`src/hdl/rtc_cal_regs.svh`:
```
// Register offsets, reset values, field positions and limits of the calendar block
`ifndef RTC_CAL_REGS_SVH
`define RTC_CAL_REGS_SVH
`define OFS_HOUR_ALARM  8'h05
`define OFS_WEEKDAY     8'h06
`define OFS_DATE        8'h07
`define OFS_MONTH       8'h08
`define OFS_YEAR        8'h09
`define OFS_CONFIG      8'h30
`define OFS_IRQ_STATUS  8'h31
`define OFS_IRQ_MASK    8'h32
`define RST_COUNTER     8'h00
`define RST_CONFIG      2'h0
`define RST_IRQ         2'h0
`define CFG_BINARY_POS  2
`define CFG_HOUR24_POS  1
`define IRQ_ALARM_POS   0
`define IRQ_DAY_POS     1
`define WILDCARD_TOP    2'h3
`define AFTERNOON_POS   7
`define WEEKDAY_FIRST   8'h01
`define WEEKDAY_LAST    8'h07
`define DATE_FIRST      7'h01
`define MONTH_FIRST     7'h01
`define MONTH_LAST      7'h0c
`define YEAR_FIRST      7'h00
`define YEAR_LAST       7'h63
`endif

```
`src/hdl/rtc_cal_pkg.sv`:
```
// Types shared by the calendar block modules
package rtc_cal_pkg;
   typedef logic [7:0] byte_type;
   typedef struct packed {
      byte_type   hourAlarm;
      byte_type   weekday;
      byte_type   date;
      byte_type   month;
      byte_type   year;
      logic [1:0] cfgBits;
      logic [1:0] status;
      logic [1:0] mask;
      byte_type   rdData;
      logic       alarmEvent;
   } cal_state_type;
endpackage

```
`src/hdl/cal_step_if.sv`:
```
// Interface carrying the calendar values to the rollover stepper and back
`timescale 1ns/1ps
interface cal_step_if;
   import rtc_cal_pkg::*;
   byte_type weekday;
   byte_type date;
   byte_type month;
   byte_type year;
   logic     binMode;
   byte_type nextWeekday;
   byte_type nextDate;
   byte_type nextMonth;
   byte_type nextYear;
   modport holder (output weekday, date, month, year, binMode,
                   input nextWeekday, nextDate, nextMonth, nextYear);
   modport stepper (input weekday, date, month, year, binMode,
                    output nextWeekday, nextDate, nextMonth, nextYear);
endinterface

```
`src/hdl/rtc_date_step.sv`:
```
// Combinational day-rollover stepper for weekday, date, month and year
`timescale 1ns/1ps
`include "rtc_cal_regs.svh"
module rtc_date_step
   import rtc_cal_pkg::*;
(
   cal_step_if.stepper s
);
   function automatic logic [6:0] toBin(input logic [7:0] v, input logic bin);
      toBin = bin ? v[6:0] : 7'(7'(v[7:4]) * 7'd10 + 7'(v[3:0]));
   endfunction

   function automatic byte_type fromBin(input logic [6:0] v, input logic bin);
      fromBin = bin ? {1'b0, v} : {4'(v / 7'd10), 4'(v % 7'd10)};
   endfunction

   // Every year of 2000..2099 divisible by four is a leap year
   function automatic logic [6:0] monthDays(input logic [6:0] m, input logic [6:0] y);
      case (m)
         7'd2:    monthDays = (y[1:0] == 2'h0) ? 7'd29 : 7'd28;
         7'd4,
         7'd6,
         7'd9,
         7'd11:   monthDays = 7'd30;
         default: monthDays = 7'd31;
      endcase
   endfunction

   always_comb
   begin
      logic [6:0] d;
      logic [6:0] m;
      logic [6:0] y;
      d = toBin(s.date, s.binMode);
      m = toBin(s.month, s.binMode);
      y = toBin(s.year, s.binMode);
      // Weekday reads alike in both formats, so it is stepped raw
      if (s.weekday >= `WEEKDAY_LAST || s.weekday < `WEEKDAY_FIRST)
         s.nextWeekday = `WEEKDAY_FIRST;
      else
         s.nextWeekday = s.weekday + 8'h01;
      if (d >= monthDays(m, y))
      begin
         d = `DATE_FIRST;
         if (m >= `MONTH_LAST)
         begin
            m = `MONTH_FIRST;
            y = (y >= `YEAR_LAST) ? `YEAR_FIRST : y + 7'd1;
         end
         else
            m = m + 7'd1;
      end
      else
         d = d + 7'd1;
      s.nextDate  = fromBin(d, s.binMode);
      s.nextMonth = fromBin(m, s.binMode);
      s.nextYear  = fromBin(y, s.binMode);
   end
endmodule

```
`src/hdl/rtc_calendar.sv`:
```
// Hour alarm match and calendar counters with register port and interrupt
`timescale 1ns/1ps
`include "rtc_cal_regs.svh"
module rtc_calendar
   import rtc_cal_pkg::*;
(
   input  wire logic     ref_clk,
   input  wire logic     rstn,
   input  wire byte_type regAddr,
   input  wire byte_type regWrData,
   input  wire logic     regWr,
   input  wire logic     regRd,
   output byte_type      regRdData,
   input  wire logic     updateTick,
   input  wire logic     dayRollover,
   input  wire byte_type secondsCount,
   input  wire byte_type minutesCount,
   input  wire byte_type hoursCount,
   input  wire byte_type secondsAlarm,
   input  wire byte_type minutesAlarm,
   output logic          binaryFormatSelect,
   output logic          hour24Select,
   output logic          alarmEvent,
   output logic          irq
);
   // ----------------------------------------------------------------
   // Match helpers
   // ----------------------------------------------------------------
   function automatic logic fieldMatch(input byte_type alarmVal, input byte_type countVal);
      fieldMatch = (alarmVal[7:6] == `WILDCARD_TOP) || (alarmVal == countVal);
   endfunction

   function automatic logic isWildcard(input byte_type v);
      isWildcard = (v[7:6] == `WILDCARD_TOP);
   endfunction

   // ----------------------------------------------------------------
   // State
   // ----------------------------------------------------------------
   cal_state_type q;
   cal_state_type d;
   cal_step_if    step ();
   logic          secMatch;
   logic          minMatch;
   logic          hourMatch;
   logic          alarmHit;
   byte_type      hoursSeen;
   logic [1:0]    statusClr;
   logic [1:0]    statusSet;

   rtc_date_step u_step
   (
      .s (step.stepper)
   );

   assign step.weekday = q.weekday;
   assign step.date    = q.date;
   assign step.month   = q.month;
   assign step.year    = q.year;
   assign step.binMode = q.cfgBits[`CFG_BINARY_POS - 1];

   assign binaryFormatSelect = q.cfgBits[`CFG_BINARY_POS - 1];
   assign hour24Select       = q.cfgBits[`CFG_HOUR24_POS - 1];
   assign regRdData          = q.rdData;
   assign alarmEvent         = q.alarmEvent;
   assign irq                = |(q.status & q.mask);

   // ----------------------------------------------------------------
   // Alarm comparison
   // ----------------------------------------------------------------
   // In 24-hour mode the afternoon flag of the hours count is ignored
   assign hoursSeen = hour24Select ? {1'b0, hoursCount[6:0]} : hoursCount;
   assign secMatch  = fieldMatch(secondsAlarm, secondsCount);
   assign minMatch  = fieldMatch(minutesAlarm, minutesCount);
   assign hourMatch = fieldMatch(q.hourAlarm, hoursSeen);
   assign alarmHit  = updateTick && secMatch && minMatch && hourMatch;

   // ----------------------------------------------------------------
   // Next state
   // ----------------------------------------------------------------
   always_comb
   begin
      d            = q;
      d.rdData     = 8'h00;
      d.alarmEvent = alarmHit;
      statusSet    = 2'h0;
      statusClr    = 2'h0;
      statusSet[`IRQ_ALARM_POS] = alarmHit;
      statusSet[`IRQ_DAY_POS]   = dayRollover;
      if (dayRollover)
      begin
         d.weekday = step.nextWeekday;
         d.date    = step.nextDate;
         d.month   = step.nextMonth;
         d.year    = step.nextYear;
      end
      // A software write lands after the rollover so the written value wins
      if (regWr)
      begin
         case (regAddr)
            `OFS_HOUR_ALARM:
            begin
               d.hourAlarm = regWrData;
               // 24-hour mode holds the afternoon flag low unless wildcarded
               if (hour24Select && !isWildcard(regWrData))
                  d.hourAlarm[`AFTERNOON_POS] = 1'b0;
            end
            `OFS_WEEKDAY:    d.weekday = regWrData;
            `OFS_DATE:       d.date    = regWrData;
            `OFS_MONTH:      d.month   = regWrData;
            `OFS_YEAR:       d.year    = regWrData;
            `OFS_CONFIG:
            begin
               d.cfgBits[`CFG_BINARY_POS - 1] = regWrData[`CFG_BINARY_POS];
               d.cfgBits[`CFG_HOUR24_POS - 1] = regWrData[`CFG_HOUR24_POS];
            end
            `OFS_IRQ_STATUS: statusClr = regWrData[1:0];
            `OFS_IRQ_MASK:   d.mask    = regWrData[1:0];
            default:         d.mask    = q.mask;
         endcase
      end
      // Set wins over a clear arriving in the same cycle
      d.status = (q.status & ~statusClr) | statusSet;
      if (regRd)
      begin
         case (regAddr)
            `OFS_HOUR_ALARM: d.rdData = q.hourAlarm;
            `OFS_WEEKDAY:    d.rdData = q.weekday;
            `OFS_DATE:       d.rdData = q.date;
            `OFS_MONTH:      d.rdData = q.month;
            `OFS_YEAR:       d.rdData = q.year;
            `OFS_CONFIG:
            begin
               d.rdData[`CFG_BINARY_POS] = q.cfgBits[`CFG_BINARY_POS - 1];
               d.rdData[`CFG_HOUR24_POS] = q.cfgBits[`CFG_HOUR24_POS - 1];
            end
            `OFS_IRQ_STATUS: d.rdData = {6'h00, q.status};
            `OFS_IRQ_MASK:   d.rdData = {6'h00, q.mask};
            default:         d.rdData = 8'h00;
         endcase
      end
   end

   // ----------------------------------------------------------------
   // Registers
   // ----------------------------------------------------------------
   always_ff @(posedge ref_clk or negedge rstn)
   begin
      if (!rstn)
      begin
         q.hourAlarm  <= `RST_COUNTER;
         q.weekday    <= `RST_COUNTER;
         q.date       <= `RST_COUNTER;
         q.month      <= `RST_COUNTER;
         q.year       <= `RST_COUNTER;
         q.cfgBits    <= `RST_CONFIG;
         q.status     <= `RST_IRQ;
         q.mask       <= `RST_IRQ;
         q.rdData     <= 8'h00;
         q.alarmEvent <= 1'b0;
      end
      else
         q <= d;
   end
endmodule

```
`config.mk`:
```
export PLATFORM = sky130hd
export DESIGN_NAME = rtc_calendar
export DESIGN_NICKNAME = d
export VERILOG_FILES = /design/src/hdl/rtc_cal_pkg.sv /design/src/hdl/cal_step_if.sv /design/src/hdl/rtc_date_step.sv /design/src/hdl/rtc_calendar.sv
export VERILOG_INCLUDE_DIRS = /design/src /design/src/hdl
export SDC_FILE = /design/constraint.sdc
export NUM_CORES = 1
export LEC_CHECK = 0
export BUFFER_PORTS_ARGS = -buffer_cell sky130_fd_sc_hd__buf_2
export CAP_MARGIN = 20
export CORE_MARGIN = 1
export CORE_UTILIZATION = 35
export DETAILED_ROUTE_END_ITERATION = 12
export SLEW_MARGIN = 20
export SYNTH_ARGS = -nofsm -noshare
export SYNTH_HDL_FRONTEND = slang
export SYNTH_HIERARCHICAL = 1
export SYNTH_SLANG_ARGS = --single-unit
```
`constraint.sdc`:
```
create_clock -name ref_clk -period 6.7 [get_ports ref_clk]
set_clock_uncertainty 0.15 [all_clocks]
set_input_delay 1.34 -clock ref_clk [delete_from_list [all_inputs] [get_ports ref_clk]]
set_output_delay 1.34 -clock ref_clk [all_outputs]
set_load 0.03 [all_outputs]
```
* Word level (Yosys, flattened, before mapping)
Cells that the tools add are included.
** Cells by class
- Add/sub/neg operators :: 7
- Multiply operators :: 3
- Div/mod/pow operators :: 6
- Order comparisons :: 5
- Eq/ne operators :: 20
- Multiplexer cells :: 30
- Bitwise gates (word level) :: 4
- Reduce and logical (&&, ||, !) cells :: 15
** Operator list (number)
- 8-bit two-way mux :: 10
- 7-bit two-way mux :: 9
- 34-bit two-way mux :: 1
- 32-bit two-way mux :: 1
- 5-bit one-hot mux with 5 select lines :: 1
- 8-bit by 3-bit equality test with 1-bit output, second input constant :: 3
- 8-bit by 6-bit equality test with 1-bit output, second input constant :: 3
- 8-bit equality test :: 3
- 7-bit by 1-bit adder with 7-bit output, second input constant :: 3
- 7-bit by 4-bit adder with 7-bit output :: 3
- 7-bit by 4-bit divider with 7-bit output, second input constant :: 3
- 7-bit by 4-bit remainder unit with 7-bit output, second input constant :: 3
- 4-bit by 3-bit multiplier with 6-bit output, second input constant :: 3
- 8-bit by 4-bit equality test with 1-bit output, second input constant :: 2
- 2-bit one-hot mux with 8 select lines :: 1
- 7-bit by 3-bit equality test with 1-bit output, second input constant :: 2
- 7-bit by 4-bit equality test with 1-bit output, second input constant :: 2
- 7-bit one-hot mux with 2 select lines :: 1
- 8-bit by 1-bit adder with 8-bit output, second input constant :: 1
- 2-bit equality test, second input constant :: 4
- 8-bit by 3-bit >= comparator with 1-bit output, second input constant :: 1
- 8-bit by 1-bit < comparator with 1-bit output, second input constant :: 1
- 7-bit by 2-bit equality test with 1-bit output, second input constant :: 1
- 7-bit by 4-bit >= comparator with 1-bit output, second input constant :: 1
- 15 further kinds :: 27
** Word-level totals
- Flip-flop bits (word level) :: 55
- Input port bits :: 62
- Output and inout bits :: 12
- Word-level logic and storage cells :: 100

* Logic depth before layout (Yosys ltp)
- Word-level depth :: 13
- Gate-level depth with buffers :: 32
- Mapped depth without buffers :: 30

* By module
The synthesis kept the hierarchy.
** Modules (own cells, without submodules)
- rtc_calendar :: times used 1, cells an instance 318, area an instance 3165.5 µm², seq. area each 1376.3 µm²
- rtc_date_step :: times used 1, cells an instance 408, area an instance 3002.9 µm², seq. area each 0.0 µm²

* Worst setup path after synthesis
OpenSTA, ideal clock, no wires.
- Path type :: reg2reg
- Start :: register, netlist name step.month[5]
- End :: register, netlist name step.year[2]
- Library setup time :: 77 ps
- Arrival :: 6109 ps
- Data required time :: 6473 ps
- Setup slack :: 363 ps
- Stages on the path, launching flop included :: 33
- Path buffers :: 2
- Period minus slack after synthesis :: 6337 ps
- Cell sequence :: dfrtp_1 > ha_1 > ha_1 > inv_1 > fa_1 > nand2b_1 > a2111o_1 > nand3_1 > and3_1 > and3_1 > a22oi_1 > ha_1 > inv_1 > a21boi_0 > o21ai_1 > o211a_1 > buf_6 > a211oi_2 > a2bb2oi_2 > buf_4 > nor3_1 > or3b_1 > a211o_1 > o21ai_2 > inv_1 > ha_1 > inv_1 > a221oi_1 > o221ai_1 > nor3_2 > a2111oi_2 > mux2i_1 > a21oi_1

==> metrics <==
clock latency on the worst-skew pair=0.30 ns; Antenna diodes=0; CP Capture Type=register; Worst-Margin Slew=1.06 ns; drt pass-1 iters=5; vias per std cell=5.61; Starting Density=35.8%; GRT overflow=0; worst slack, placed=-0.0345 ns; final setup violating endpoints=0; Post-Route WL=17500 um; final std cells w/o fill=1014; vias in the first global route=5344; DRC violations left=0; fin nets=889; Synth-to-Final Area Change=13.1%; synth warn=6; die width=135 um; ys flop type=dfrtp_1; Port-buffer cells=73; min-delay worst type=register to register; Tot GR Track Use=19.6%; CP startpoint kind=register; max incr delay on CP=0.47 ns; die area=0.0182 sq mm; Iter 0 DRT Violations=472; I/O pins=74; CTS sink count=55; CP Class=register to register; CTS Buffer Depth=2; first-pass GRT wire length=28300 um; CP required=6.77 ns; count of final max-slew check failures=0; syn_area_per_cell=8.50 sq um; Antenna Nets Post-Route=0; outcome=complete, no violations; Core Footprint=0.0172 sq mm; initial antenna violation count=0; synth unique cells=97; die height=135 um; CTS clk-pin slew, worst paths=0.08 ns; post-DP HPWL=13400 um; fin crit period=6.42 ns; Max Freq=156 MHz; largest net degree at the start of global routing=56; Cell Area, Synth=0.00617 sq mm; Fillers=1740; crit share post-route=95.8%; Wirelength per Cell=17.2 um; Cells after Synth=726; final-report hold violation count=0; share of layout cells above drive strength 1=23.4%; Arrival @ worst endpoint=6.49 ns; DP Cell Count=1003; RSZ-0062 raised after global routing=yes; num rows=48; Post-synth EDFFs=0; sequential-to-total area share from yosys stat=22.3%; Via Count=5693; gpl congestion=0.867; final worst slack=0.284 ns; max_cap viols=0; Post-synth ARST share=100%; H-tree level count=2; CP most frequent cell=ha_1; Worst slew margin=29.3%; CTS root buf=clkbuf_16; CTS tree=built; critical path's slowest cell=fa_2; maximum fanout along the worst path=7; CTS Buf Count=5; cts hold-fix bufs=0; register bit total from synthesis=55
[per-stage QoR]
| step | area (sq um) | setup TNS [ns] | utilization [%] | hold slack [ns] |
|---|---|---|---|---|
| floorplan | 6180 | 0 | - | 0.315 |
| global placement | 6710 | 0 | 38.9 | 0.345 |
| detailed placement | 6710 | -0.0345 | 38.9 | 0.354 |
| CTS | 6870 | 0 | 39.9 | 0.372 |
| global route | 6980 | -0.0405 | 40.5 | 0.388 |
| finish | 6980 | 0 | 40.5 | 0.372 |
[layer usage]
| metal | vias up | routed length, um | GRT usage (%) |
|---|---|---|---|
| met5 | - | 0 | 0 |
| met4 | 0 | 158 | 3.68 |
| li1 | 2791 | - | - |
| met3 | 19 | 604 | 1.24 |
| met2 | 134 | 8410 | 32.8 |
| met1 | 2749 | 8280 | 27.9 |
[synth_stat cells (16+ instances only)]
master   instances  area (sq um)
buf_4           16           120
mux2_2          23           259
o21ai_0         47           235
nand2_1         62           233
mux2i_1         43           430
ha_1            33           413
a21oi_1         51           255
inv_1           25          93.8
xnor2_1         39           342
dfrtp_1         55          1380
nor2_1          63           236
nand3_1         19          95.1
[kinds of logic after synthesis]
logic type | count (synthesis) | share of synthesized area [%]
and+or+nand+nor | 232 | 19.5
other | 1 | 0.0608
adders and majority gates | 39 | 8.64
buffers and inverters | 70 | 5.94
xor gates and xnor gates | 46 | 6.84
muxes | 68 | 11.6
AOI/OAI and AO/OA | 215 | 25.1
DFF | 55 | 22.3
[cell usage in the layout (no fill, tap or decap), types with 6 or more instances in the layout]
cell / n
o211ai_1: 7
o22ai_1: 6
nor3_1: 12
nand4_1: 8
xor2_1: 6
nand2b_1: 6
nand3_1: 18
ha_1: 33
a21oi_1: 51
a31oi_1: 7
buf_4: 22
nand2_1: 62
xnor2_1: 39
o21ai_0: 46
dfrtp_1: 54
and2_1: 7
mux2i_1: 43
nor2b_1: 7
nor3b_1: 6
mux2_2: 23
inv_1: 24
buf_2: 73
nor2_1: 63
a22oi_1: 11
a21o_1: 6
[final timing paths]
| check | end | slack, ns | startpoint | depth (start not counted) |
|---|---|---|---|---|
| setup / recovery | step.year[2] | 0.28 | step.month[5] | 30 |
| max in group asynchronous | binaryFormatSelect | 4.85 | rstn | 2 |
| hold / removal | q[12] | 0.37 | q[12] | 1 |
| setup reg to reg | step.year[2] | 0.28 | step.month[5] | 30 |
| hold reg to reg | q[12] | 0.37 | q[12] | 1 |
| min in group asynchronous | q[10] | 1.04 | rstn | 2 |
[area by class of cell]
cell class                 instances  area, sq um  share of cell area, %
inverter                          26         97.6                   1.40
tap                              225          282                   4.04
clock inverter                     1         7.51                  0.108
timing repair buffer              95          531                   7.61
sequential                        55         1380                   19.7
multi-input combinational        605         4530                   64.9
clock buffer                       7          153                   2.19
[state kept, by name, summed over array words and instances (netlist names)]
| signal | cells |
|---|---|
| step.month | 8 |
| alarmEvent | 1 |
| step.weekday | 8 |
| hour24Select | 1 |
| regRdData | 8 |
| step.date | 8 |
| q | 12 |
| binaryFormatSelect | 1 |
| step.year | 8 |
[critical path: cells and delay by family, from the launching register on]
kind                       cells  cell delay [ns]
AOI/OAI and AO/OA             13             2.75
muxes                          1             0.12
DFF                            1             0.39
buffers and inverters          4             0.26
and+or+nand+nor                7             1.23
adders and majority gates      5             1.44
[timing repair]
action | 4_1_cts | 5_1_grt
pin swaps | 0 | 6
resized for setup | 1 | 19
setup endpoints to repair | 1 | 7
setup buffers | 0 | 3
endpoints found under the hold margin | 0 | 0
cloned | 0 | 0
Power is left out: the tool's default activity adds up to more than one toggle a clock period on the data nets, which glitch-free logic cannot reach.
